## src/hdl/irq_dispatch_pkg.sv

```systemverilog
package irq_dispatch_pkg;
	localparam int unsigned NUM_SRC = 12;
	localparam int unsigned ADDR_W = 12;
	localparam logic [11:0] ADDR_ENABLE = 12'h0A8;
	localparam logic [11:0] ADDR_PRIO = 12'h0AC;
	localparam logic [11:0] ADDR_EXT_EN = 12'h0B0;
	localparam logic [11:0] ADDR_STATUS = 12'h0B4;
	localparam logic [11:0] ADDR_MASK = 12'h0B8;
	localparam logic [11:0] ADDR_STATE = 12'h0BC;
	localparam logic [2:0] SEL_ENABLE = 3'h0;
	localparam logic [2:0] SEL_PRIO = 3'h1;
	localparam logic [2:0] SEL_EXT_EN = 3'h2;
	localparam logic [2:0] SEL_STATUS = 3'h3;
	localparam logic [2:0] SEL_MASK = 3'h4;
	localparam logic [2:0] SEL_STATE = 3'h5;
	localparam logic [2:0] SEL_NONE = 3'h7;
	localparam int unsigned EN_GLOBAL_BIT = 7;
	localparam int unsigned EN_GP_BIT = 6;
	localparam int unsigned EN_LOCAL_W = 6;
	localparam logic [7:0] ENABLE_RESET = 8'h00;
	localparam logic [11:0] PRIO_RESET = 12'h000;
	localparam logic [5:0] EXT_EN_RESET = 6'h00;
	localparam int unsigned STATUS_W = 2;
	localparam int unsigned ST_VECTORED = 0;
	localparam int unsigned ST_RETURNED = 1;
	localparam logic [1:0] STATUS_RESET = 2'h0;
	localparam logic [1:0] MASK_RESET = 2'h0;
	localparam logic [15:0] VEC_RESET = 16'h0000;
	localparam logic [15:0] VEC_BASE = 16'h0003;
	localparam int unsigned VEC_SHIFT = 3;
	localparam logic [3:0] LAST_INDEX = 4'hB;
	localparam int unsigned AUTO_CLEAR_W = 4;
	localparam int unsigned DETECT_CYCLES = 1;
	localparam int unsigned CALL_CYCLES = 4;
	localparam logic [1:0] CALL_LAST = 2'(CALL_CYCLES - 1);

	typedef enum logic [1:0] {
		ST_IDLE = 2'h0,
		ST_DETECT = 2'h1,
		ST_CALL = 2'h3
	} disp_state_t;

	typedef struct packed {
		logic valid;
		logic high;
		logic [3:0] index;
	} grant_t;

	typedef struct packed {
		logic sel;
		logic enable;
		logic write;
		logic [11:0] addr;
		logic [31:0] wdata;
	} apb_req_t;
endpackage

```

## src/hdl/irq_priority_pick.sv

```systemverilog
module irq_priority_pick (
	input wire logic [11:0] req_i,
	input wire logic [11:0] high_i,
	output irq_dispatch_pkg::grant_t grant_o
);
	// Lowest set bit: {found, index}
	function automatic logic [4:0] first_set(input logic [11:0] v);
		logic [4:0] r;
		r = 5'h00;
		for (int i = irq_dispatch_pkg::NUM_SRC - 1; i >= 0; i--) begin
			if (v[i]) begin
				r = {1'b1, 4'(i)};
			end
		end
		return r;
	endfunction

	logic [4:0] hi_pick;
	logic [4:0] any_pick;

	always_comb begin
		hi_pick = first_set(req_i & high_i);
		any_pick = first_set(req_i);
		if (hi_pick[4]) begin
			grant_o = '{valid: 1'b1, high: 1'b1, index: hi_pick[3:0]};
		end else begin
			grant_o = '{valid: any_pick[4], high: 1'b0, index: any_pick[3:0]};
		end
	end
endmodule

```

## src/hdl/cpu_interrupt_dispatch.sv

```systemverilog
// Functional notes
// Sample and decode requests every clock
// One detect cycle before the call
// Call lasts four cycles, five minimum
// One instruction runs after a return
// Worst case eighteen cycles with divide
// Equal or higher level in service defers
// Vectors 0x0003 step eight, reset 0x0000
// Auto-clear lines and timer overflow flags
// Lowest index wins within a level
// Enable register 0xA8, reset zero
// Global enable off blocks all sources
// High preempts low, never high
// Still pending after return re-enters
// Track level in service, pop on return
//
// Implementation choice: register access over APB.
module cpu_interrupt_dispatch (
	input wire logic clk_i,
	input wire logic rst_b_i,
	input wire logic ce_i,
	input wire logic psel_i,
	input wire logic penable_i,
	input wire logic pwrite_i,
	input wire logic [11:0] paddr_i,
	input wire logic [31:0] pwdata_i,
	output logic [31:0] prdata_o,
	output logic pready_o,
	output logic pslverr_o,
	input wire logic [11:0] pending_i,
	input wire logic boundary_i,
	input wire logic return_from_interrupt_i,
	output logic call_o,
	output logic [15:0] vector_o,
	output logic [3:0] flag_clear_o,
	output logic [1:0] in_service_o,
	output logic irq_o
);
	irq_dispatch_pkg::apb_req_t bus;
	irq_dispatch_pkg::disp_state_t state_reg;
	irq_dispatch_pkg::grant_t pick;
	irq_dispatch_pkg::grant_t grant_reg;
	logic [7:0] enable_reg;
	logic [11:0] prio_reg;
	logic [5:0] ext_en_reg;
	logic [1:0] status_reg;
	logic [1:0] status_next;
	logic [1:0] mask_reg;
	logic [1:0] events;
	logic [31:0] prdata_reg;
	logic data_ok_reg;
	logic [2:0] sel;
	logic wr_en;
	logic [11:0] src_enable;
	logic [11:0] live_req;
	logic eligible;
	logic allow;
	logic [1:0] call_cnt_reg;
	logic [15:0] vector_reg;
	logic [3:0] clear_reg;
	logic active_hi_reg;
	logic active_lo_reg;
	logic enter_call;

	function automatic logic [2:0] decode(input logic [11:0] a);
		logic [2:0] s;
		s = irq_dispatch_pkg::SEL_NONE;
		unique case (a)
			irq_dispatch_pkg::ADDR_ENABLE: s = irq_dispatch_pkg::SEL_ENABLE;
			irq_dispatch_pkg::ADDR_PRIO: s = irq_dispatch_pkg::SEL_PRIO;
			irq_dispatch_pkg::ADDR_EXT_EN: s = irq_dispatch_pkg::SEL_EXT_EN;
			irq_dispatch_pkg::ADDR_STATUS: s = irq_dispatch_pkg::SEL_STATUS;
			irq_dispatch_pkg::ADDR_MASK: s = irq_dispatch_pkg::SEL_MASK;
			irq_dispatch_pkg::ADDR_STATE: s = irq_dispatch_pkg::SEL_STATE;
			default: s = irq_dispatch_pkg::SEL_NONE;
		endcase
		return s;
	endfunction

	function automatic logic [15:0] vec_of(input logic [3:0] idx);
		return irq_dispatch_pkg::VEC_BASE + {9'h000, idx, 3'h0};
	endfunction

	// Bus slave, no wait state: read data are registered during the setup cycle
	assign bus = '{sel: psel_i, enable: penable_i, write: pwrite_i, addr: paddr_i, wdata: pwdata_i};
	assign sel = decode(bus.addr);
	assign pready_o = bus.sel && bus.enable && ce_i && data_ok_reg;
	assign pslverr_o = pready_o && (sel == irq_dispatch_pkg::SEL_NONE);
	assign wr_en = pready_o && bus.write && (sel != irq_dispatch_pkg::SEL_NONE);
	assign prdata_o = prdata_reg;

	always_ff @(posedge clk_i) begin
		if (!rst_b_i) begin
			data_ok_reg <= 1'b0;
		end else if (ce_i) begin
			data_ok_reg <= bus.sel && !pready_o;
		end
	end

	always_ff @(posedge clk_i) begin
		if (!rst_b_i) begin
			prdata_reg <= 32'h0000_0000;
		end else if (ce_i && bus.sel) begin
			unique case (sel)
				irq_dispatch_pkg::SEL_ENABLE: prdata_reg <= {24'h00_0000, enable_reg};
				irq_dispatch_pkg::SEL_PRIO: prdata_reg <= {20'h0_0000, prio_reg};
				irq_dispatch_pkg::SEL_EXT_EN: prdata_reg <= {26'h000_0000, ext_en_reg};
				irq_dispatch_pkg::SEL_STATUS: prdata_reg <= {30'h0000_0000, status_reg};
				irq_dispatch_pkg::SEL_MASK: prdata_reg <= {30'h0000_0000, mask_reg};
				irq_dispatch_pkg::SEL_STATE: prdata_reg <= {16'h0000, grant_reg, state_reg,
					active_hi_reg, active_lo_reg, 4'h0, call_cnt_reg};
				default: prdata_reg <= 32'h0000_0000;
			endcase
		end
	end

	always_ff @(posedge clk_i) begin
		if (!rst_b_i) begin
			enable_reg <= irq_dispatch_pkg::ENABLE_RESET;
		end else if (ce_i && wr_en && sel == irq_dispatch_pkg::SEL_ENABLE) begin
			enable_reg <= bus.wdata[7:0];
		end
	end

	always_ff @(posedge clk_i) begin
		if (!rst_b_i) begin
			prio_reg <= irq_dispatch_pkg::PRIO_RESET;
			ext_en_reg <= irq_dispatch_pkg::EXT_EN_RESET;
			mask_reg <= irq_dispatch_pkg::MASK_RESET;
		end else if (ce_i && wr_en) begin
			if (sel == irq_dispatch_pkg::SEL_PRIO) begin
				prio_reg <= bus.wdata[11:0];
			end
			if (sel == irq_dispatch_pkg::SEL_EXT_EN) begin
				ext_en_reg <= bus.wdata[5:0];
			end
			if (sel == irq_dispatch_pkg::SEL_MASK) begin
				mask_reg <= bus.wdata[1:0];
			end
		end
	end

	// Sticky events, write one to clear, a new event wins
	assign events[irq_dispatch_pkg::ST_VECTORED] = enter_call;
	assign events[irq_dispatch_pkg::ST_RETURNED] = return_from_interrupt_i;

	always_comb begin
		status_next = status_reg;
		if (wr_en && sel == irq_dispatch_pkg::SEL_STATUS) begin
			status_next = status_reg & ~bus.wdata[1:0];
		end
		status_next = status_next | events;
	end

	always_ff @(posedge clk_i) begin
		if (!rst_b_i) begin
			status_reg <= irq_dispatch_pkg::STATUS_RESET;
		end else if (ce_i) begin
			status_reg <= status_next;
		end
	end

	assign irq_o = |(status_reg & mask_reg);

	// Request qualification
	assign src_enable = {ext_en_reg, enable_reg[irq_dispatch_pkg::EN_LOCAL_W-1:0]};
	assign live_req = pending_i & src_enable & {12{enable_reg[irq_dispatch_pkg::EN_GLOBAL_BIT]}};

	irq_priority_pick u_pick (
		.req_i(live_req),
		.high_i(prio_reg),
		.grant_o(pick)
	);

	// High only when no high in service; low only when nothing in service
	assign eligible = pick.valid && !active_hi_reg && (pick.high || !active_lo_reg);
	// A return boundary never vectors: one more instruction runs first
	assign allow = boundary_i && !return_from_interrupt_i;
	assign enter_call = (state_reg == irq_dispatch_pkg::ST_DETECT);

	always_ff @(posedge clk_i) begin
		if (!rst_b_i) begin
			state_reg <= irq_dispatch_pkg::ST_IDLE;
			call_cnt_reg <= 2'h0;
		end else if (ce_i) begin
			unique case (state_reg)
				irq_dispatch_pkg::ST_IDLE: begin
					if (eligible && allow) begin
						state_reg <= irq_dispatch_pkg::ST_DETECT;
					end
				end
				irq_dispatch_pkg::ST_DETECT: begin
					state_reg <= irq_dispatch_pkg::ST_CALL;
					call_cnt_reg <= 2'h0;
				end
				irq_dispatch_pkg::ST_CALL: begin
					if (call_cnt_reg == irq_dispatch_pkg::CALL_LAST) begin
						state_reg <= irq_dispatch_pkg::ST_IDLE;
					end else begin
						call_cnt_reg <= call_cnt_reg + 2'h1;
					end
				end
				default: state_reg <= irq_dispatch_pkg::ST_IDLE;
			endcase
		end
	end

	always_ff @(posedge clk_i) begin
		if (!rst_b_i) begin
			grant_reg <= '0;
		end else if (ce_i && state_reg == irq_dispatch_pkg::ST_IDLE) begin
			grant_reg <= pick;
		end
	end

	always_ff @(posedge clk_i) begin
		if (!rst_b_i) begin
			vector_reg <= irq_dispatch_pkg::VEC_RESET;
		end else if (ce_i && enter_call) begin
			vector_reg <= vec_of(grant_reg.index);
		end
	end

	assign call_o = (state_reg == irq_dispatch_pkg::ST_CALL);
	assign vector_o = vector_reg;

	// External lines and timer 0/1 overflow flags are cleared on vectoring
	always_ff @(posedge clk_i) begin
		if (!rst_b_i) begin
			clear_reg <= 4'h0;
		end else if (ce_i) begin
			if (enter_call && grant_reg.index < 4'(irq_dispatch_pkg::AUTO_CLEAR_W)) begin
				clear_reg <= 4'h1 << grant_reg.index[1:0];
			end else begin
				clear_reg <= 4'h0;
			end
		end
	end

	assign flag_clear_o = clear_reg;

	// Level in service: push on vectoring, pop the top level on a return outside the detect cycle
	always_ff @(posedge clk_i) begin
		if (!rst_b_i) begin
			active_hi_reg <= 1'b0;
			active_lo_reg <= 1'b0;
		end else if (ce_i) begin
			if (enter_call) begin
				if (grant_reg.high) begin
					active_hi_reg <= 1'b1;
				end else begin
					active_lo_reg <= 1'b1;
				end
			end else if (return_from_interrupt_i) begin
				if (active_hi_reg) begin
					active_hi_reg <= 1'b0;
				end else begin
					active_lo_reg <= 1'b0;
				end
			end
		end
	end

	assign in_service_o = {active_hi_reg, active_lo_reg};

	// Checks
	a_detect_one_cycle: assert property (@(posedge clk_i iff ce_i) disable iff (!rst_b_i)
		state_reg == irq_dispatch_pkg::ST_DETECT |=> call_o && !$past(call_o))
		else $error("detect did not last exactly one cycle");

	a_call_four_cycles: assert property (@(posedge clk_i iff ce_i) disable iff (!rst_b_i)
		$rose(call_o) |-> call_o [*4] ##1 !call_o)
		else $error("call did not last four cycles");

	a_fast_response: assert property (@(posedge clk_i iff ce_i) disable iff (!rst_b_i)
		(state_reg == irq_dispatch_pkg::ST_IDLE && eligible && allow)
		|=> state_reg == irq_dispatch_pkg::ST_DETECT ##1 call_o [*4] ##1 !call_o)
		else $error("response to a ready request not five cycles");

	a_response_bound: assert property (@(posedge clk_i iff ce_i) disable iff (!rst_b_i)
		(state_reg == irq_dispatch_pkg::ST_IDLE && pick.valid && boundary_i && return_from_interrupt_i)
		##1 (boundary_i && !return_from_interrupt_i && eligible) |=> state_reg == irq_dispatch_pkg::ST_DETECT)
		else $error("request not taken after instruction following return");

	a_return_from_interrupt_one_more: assert property (@(posedge clk_i iff ce_i) disable iff (!rst_b_i)
		(return_from_interrupt_i && state_reg == irq_dispatch_pkg::ST_IDLE) |=> state_reg != irq_dispatch_pkg::ST_DETECT)
		else $error("vectored at the return boundary");

	a_reenter_pending: assert property (@(posedge clk_i iff ce_i) disable iff (!rst_b_i)
		(return_from_interrupt_i && !active_hi_reg && state_reg == irq_dispatch_pkg::ST_IDLE && pick.valid)
		##1 (allow && pick.valid && !active_hi_reg && !active_lo_reg
		&& state_reg == irq_dispatch_pkg::ST_IDLE)
		|=> state_reg == irq_dispatch_pkg::ST_DETECT)
		else $error("still pending request not re-entered");

	a_global_gate: assert property (@(posedge clk_i iff ce_i) disable iff (!rst_b_i)
		(state_reg == irq_dispatch_pkg::ST_IDLE && !enable_reg[irq_dispatch_pkg::EN_GLOBAL_BIT])
		|=> state_reg == irq_dispatch_pkg::ST_IDLE)
		else $error("vectored with global enable off");

	a_high_not_preempted: assert property (@(posedge clk_i iff ce_i) disable iff (!rst_b_i)
		(state_reg == irq_dispatch_pkg::ST_IDLE && active_hi_reg) |=> state_reg == irq_dispatch_pkg::ST_IDLE)
		else $error("high level routine preempted");

	a_equal_level_defer: assert property (@(posedge clk_i iff ce_i) disable iff (!rst_b_i)
		(state_reg == irq_dispatch_pkg::ST_IDLE && active_lo_reg && !pick.high)
		|=> state_reg == irq_dispatch_pkg::ST_IDLE)
		else $error("equal level request not deferred");

	a_vector_map: assert property (@(posedge clk_i iff ce_i) disable iff (!rst_b_i)
		call_o |-> vector_o == vec_of(grant_reg.index) && grant_reg.index <= irq_dispatch_pkg::LAST_INDEX)
		else $error("vector does not match granted source");

	a_auto_clear: assert property (@(posedge clk_i iff ce_i) disable iff (!rst_b_i)
		$rose(call_o) |-> (flag_clear_o == ((grant_reg.index < 4'h4) ? (4'h1 << grant_reg.index[1:0]) : 4'h0))
		##1 flag_clear_o == 4'h0)
		else $error("pending flag clear pulse wrong");

	a_lowest_index: assert property (@(posedge clk_i iff ce_i) disable iff (!rst_b_i)
		pick.valid |-> ((live_req & (pick.high ? prio_reg : ~prio_reg)
		& ((12'h001 << pick.index) - 12'h001)) == 12'h000))
		else $error("lower index of same level not granted");

	a_level_push: assert property (@(posedge clk_i iff ce_i) disable iff (!rst_b_i)
		enter_call |=> (grant_reg.high ? active_hi_reg : active_lo_reg))
		else $error("level in service not recorded");

	a_enable_reset: assert property (@(posedge clk_i)
		!rst_b_i |=> enable_reg == irq_dispatch_pkg::ENABLE_RESET)
		else $error("enable register not cleared by reset");

	a_global_masks: assert property (@(posedge clk_i iff ce_i) disable iff (!rst_b_i)
		!enable_reg[irq_dispatch_pkg::EN_GLOBAL_BIT] |-> live_req == 12'h000)
		else $error("request live with global enable off");

	a_sample_every_cycle: assert property (@(posedge clk_i iff ce_i) disable iff (!rst_b_i)
		state_reg == irq_dispatch_pkg::ST_IDLE |=> grant_reg == $past(pick))
		else $error("idle grant not sampled each cycle");

	a_return_pops: assert property (@(posedge clk_i iff ce_i) disable iff (!rst_b_i)
		(return_from_interrupt_i && !enter_call) |=> in_service_o == ($past(active_hi_reg) ? {1'b0, $past(active_lo_reg)} : 2'b00))
		else $error("return did not pop the top level");

	a_clear_first_call: assert property (@(posedge clk_i iff ce_i) disable iff (!rst_b_i)
		flag_clear_o != 4'h0 |-> call_o && !$past(call_o))
		else $error("flag clear outside first call cycle");
endmodule

```

## config.mk

```make
export PLATFORM = sky130hd
export DESIGN_NAME = cpu_interrupt_dispatch
export DESIGN_NICKNAME = d
export VERILOG_FILES = /design/src/hdl/irq_dispatch_pkg.sv /design/src/hdl/irq_priority_pick.sv /design/src/hdl/cpu_interrupt_dispatch.sv
export SDC_FILE = /design/constraint.sdc
export NUM_CORES = 1
export LEC_CHECK = 0
export ABC_AREA = 1
export BUFFER_PORTS_ARGS = -buffer_cell sky130_fd_sc_hd__buf_2
export CORE_ASPECT_RATIO = 1.2
export CORE_MARGIN = 2
export CORE_UTILIZATION = 47
export CTS_BUF_LIST = sky130_fd_sc_hd__clkbuf_8
export DETAILED_ROUTE_END_ITERATION = 16
export HOLD_SLACK_MARGIN = 0.05
export PLACE_DENSITY = 0.83
export SYNTH_ARGS = -nofsm -noshare
export SYNTH_HDL_FRONTEND = slang
export SYNTH_SLANG_ARGS = --single-unit
```

## constraint.sdc

```tcl
create_clock -name clk_i -period 1.7 [get_ports clk_i]
set_input_delay 0.17 -clock clk_i [delete_from_list [all_inputs] [get_ports clk_i]]
set_output_delay 0.17 -clock clk_i [all_outputs]
set_load 0.005 [all_outputs]
```

==> flow_metrics.tcl <==
set metrics [dict create \
    cp.required_ns 1.53 \
    yosys.area_share.xor_xnor_pct 0 \
    min_path_cells 3 \
    ff_latch_area_sq_um 1360 \
    synth_ff_type "dfxtp_1" \
    largest_reg_flops 16 \
    clkTransAtPathRegs_ns 0.08 \
    p_total_mw 3.21 \
    crit_chain "inv_1 > nor3_2 > buf_4 > inv_1 > nor2_2 > buf_2" \
    synth_cell_types 45 \
    finalWirelength_um 10700 \
    grt_start_max_net_pins 29 \
    synth_simple_gate_area_share_pct 30.9 \
    die-area_sq_um 8980 \
    crit_type "flop to primary output" \
    slowest_delay_ns 0.34 \
    most-common-layout-cells "nand2_1 (96), buf_2 (75), dfxtp_1 (67), inv_1 (62), nor2_1 (55)" \
    cp.arrival_ns 1.50 \
    fillers 732 \
    cts_max_path_buffers 2 \
    core_area_sq_um 8060 \
    synth-compound-area-share_pct 17.9 \
    pre_cts_ws_ns -0.204 \
    holdCritPathClass "primary input to flop" \
    gp_congestion 0.917 \
    syn-cell-area_sq_um 3870 \
    crit_top_cell "inv_1" \
    drt_first_pass_iters 5 \
    drt.antenna.violating_nets 0 \
    cp_top_family "buffers and inverters" \
    rows 36 \
    die_h_um 103 \
    post-route-min-period_ns 1.67 \
    cts_num_sinks 68 \
    fin_cells 749 \
    post-dp-hpwl_um 8390 \
    slew_violations 0 \
    async_reset_ff_share_pct 0 \
    max-cap-violations 0 \
    multi_input_area_sq_um 2170 \
    synth_edf_count 0 \
    ir_drop_mv 0.453 \
    syn_area_per_cell_sq_um 7.02 \
    fin_nets 715 \
    vias_per_cell 5.32 \
    drt_iter0_markers 219 \
    holdWs_ns 0.0798 \
    cts_buffers 9 \
    placed_area_sq_um 4520 \
    grt.total_usage_pct 24.3 \
    p_leak_nw 2.13 \
    syn_inst 552 \
    synth-seq-cells 68 \
    yosys-mux-area-fraction_pct 0 \
    setup_ws_ns 0.0291 \
    seq_area_frac_synth_pct 35.2 \
    wl_per_cell_um 14.3 \
    finalHoldViolations 0 \
    io_buffers 75 \
    diodes 0 \
    via_count 3984 \
    start_kind "flop" \
    clock_latency_ns 0.36 \
    root_buffer "clkbuf_8" \
    cp-end-kind "primary output" \
    clock_skew_ns 0.0135 \
    syn_to_final_growth_pct 23.9 \
    r2r_cells 14 \
    setup_viol 0 \
    htree_levels 3 \
    start_util_pct 48.0 \
    drive_gt1_share_pct 29.8 \
    drcViolationCount 0 \
    rsz0062_at_grt "yes" \
    synthAdderAreaFrac_pct 0.646 \
    cp_slowest_cell "dfxtp_1" \
    timing.fmax_mhz 598 \
    cp.depth 6 \
    final_common_cell "nand2_1" \
    powerDensity_nw_per_um2 669 \
    antenna_found_initial 0 \
    grt_pass1_vias 3756 \
    outcome "completed" \
    crit_fanout 3 \
    fin_area_sq_um 4800 \
    yosysWarnings 0 \
    boundaryPins 122 \
    grt_pass1_wl_um 17000 \
    crit_buf_inv 4 \
    overflow 0 \
    cts_tree "built" \
    synth_top_family_by_area "simple AND/OR/NAND/NOR gates" \
    fin_crit_sh_pct 98.3 \
    numPlacedInstances 732 \
    die_x_um 86.9 \
]
layer usage:
metal  wire length (um)  GRT usage [%]  vias up
met2               5370           43.4      197
li1                   -              -     1947
met3                695           5.16       47
met4                576           13.7        0
met5                  0              0        -
met1               4100           26.7     1793
Yosys cell counts (3+ instances only):
library cell	number	area, sq um
a211oi_1	4	30.0
dfxtp_1	68	1360
a211oi_2	6	75.1
buf_6	4	45.0
a31oi_1	4	25.0
nor2_1	63	236
inv_1	66	248
clkbuf_1	8	30.0
nand3_4	3	52.6
o21ai_0	19	95.1
inv_2	6	22.5
o21ai_1	17	85.1
nand4_1	13	81.3
buf_4	31	233
o211ai_1	3	22.5
nand3_1	32	160
nor2_2	6	37.5
nand2_1	104	390
nand2_2	3	18.8
a21oi_1	54	270
nor2_4	3	33.8
o22ai_1	8	50.1
layout make-up:
class	instances	share of cell area, %
inverters	73	6.36
flip-flops and latches	68	28.4
repair buffers	106	13.5
multi-input cells	391	45.2
clock inverters	7	1.54
clock buffers	9	2.58
well taps	95	2.48
per-stage QoR:
stage          util [%]  TNS, ns
2_1_floorplan         -  -0.0243
3_3_place_gp       56.1    -3.29
3_5_place_dp       56.1    -6.04
4_1_cts            58.5        0
5_1_grt            59.5   -0.117
6_report           59.5        0
kinds of logic (layout without fill, tap and decap cells):
| kind of cell | Yosys count | in the layout |
|---|---|---|
| fa+ha+maj | 2 | 2 |
| compound gates | 120 | 120 |
| other cells | 1 | 26 |
| simple gates | 243 | 243 |
| buf+inv | 118 | 195 |
| flops | 68 | 68 |
worst min-delay path: cells and delay by family:
| family | cells | cell delay (ns) |
|---|---|---|
| buf+inv | 1 | 0.10 |
| simple gates | 2 | 0.13 |
path summary, 6_finish.rpt:
kind / from / to / slack (ns)
worst max-delay path: data_ok_reg / pslverr_o / 0.03
worst max register to register: enable_reg[7] / state_reg[0] / 0.11
worst min register to register: prdata_o[8] / prdata_o[8] / 0.46
worst min-delay path: pwdata_i[5] / enable_reg[5] / 0.08
repair_timing:
item,4_1_cts,5_1_grt
gates resized for setup,0,23
setup buffers,0,1
hold buffers,0,0
endpoints found under the setup margin,0,5
where the power goes:
group,switching [mW],internal [mW]
Sequential,0.0104,1.60
Clock,0.657,0.684
Combinational,0.165,0.0914
Power figures use the tool's default switching activity.
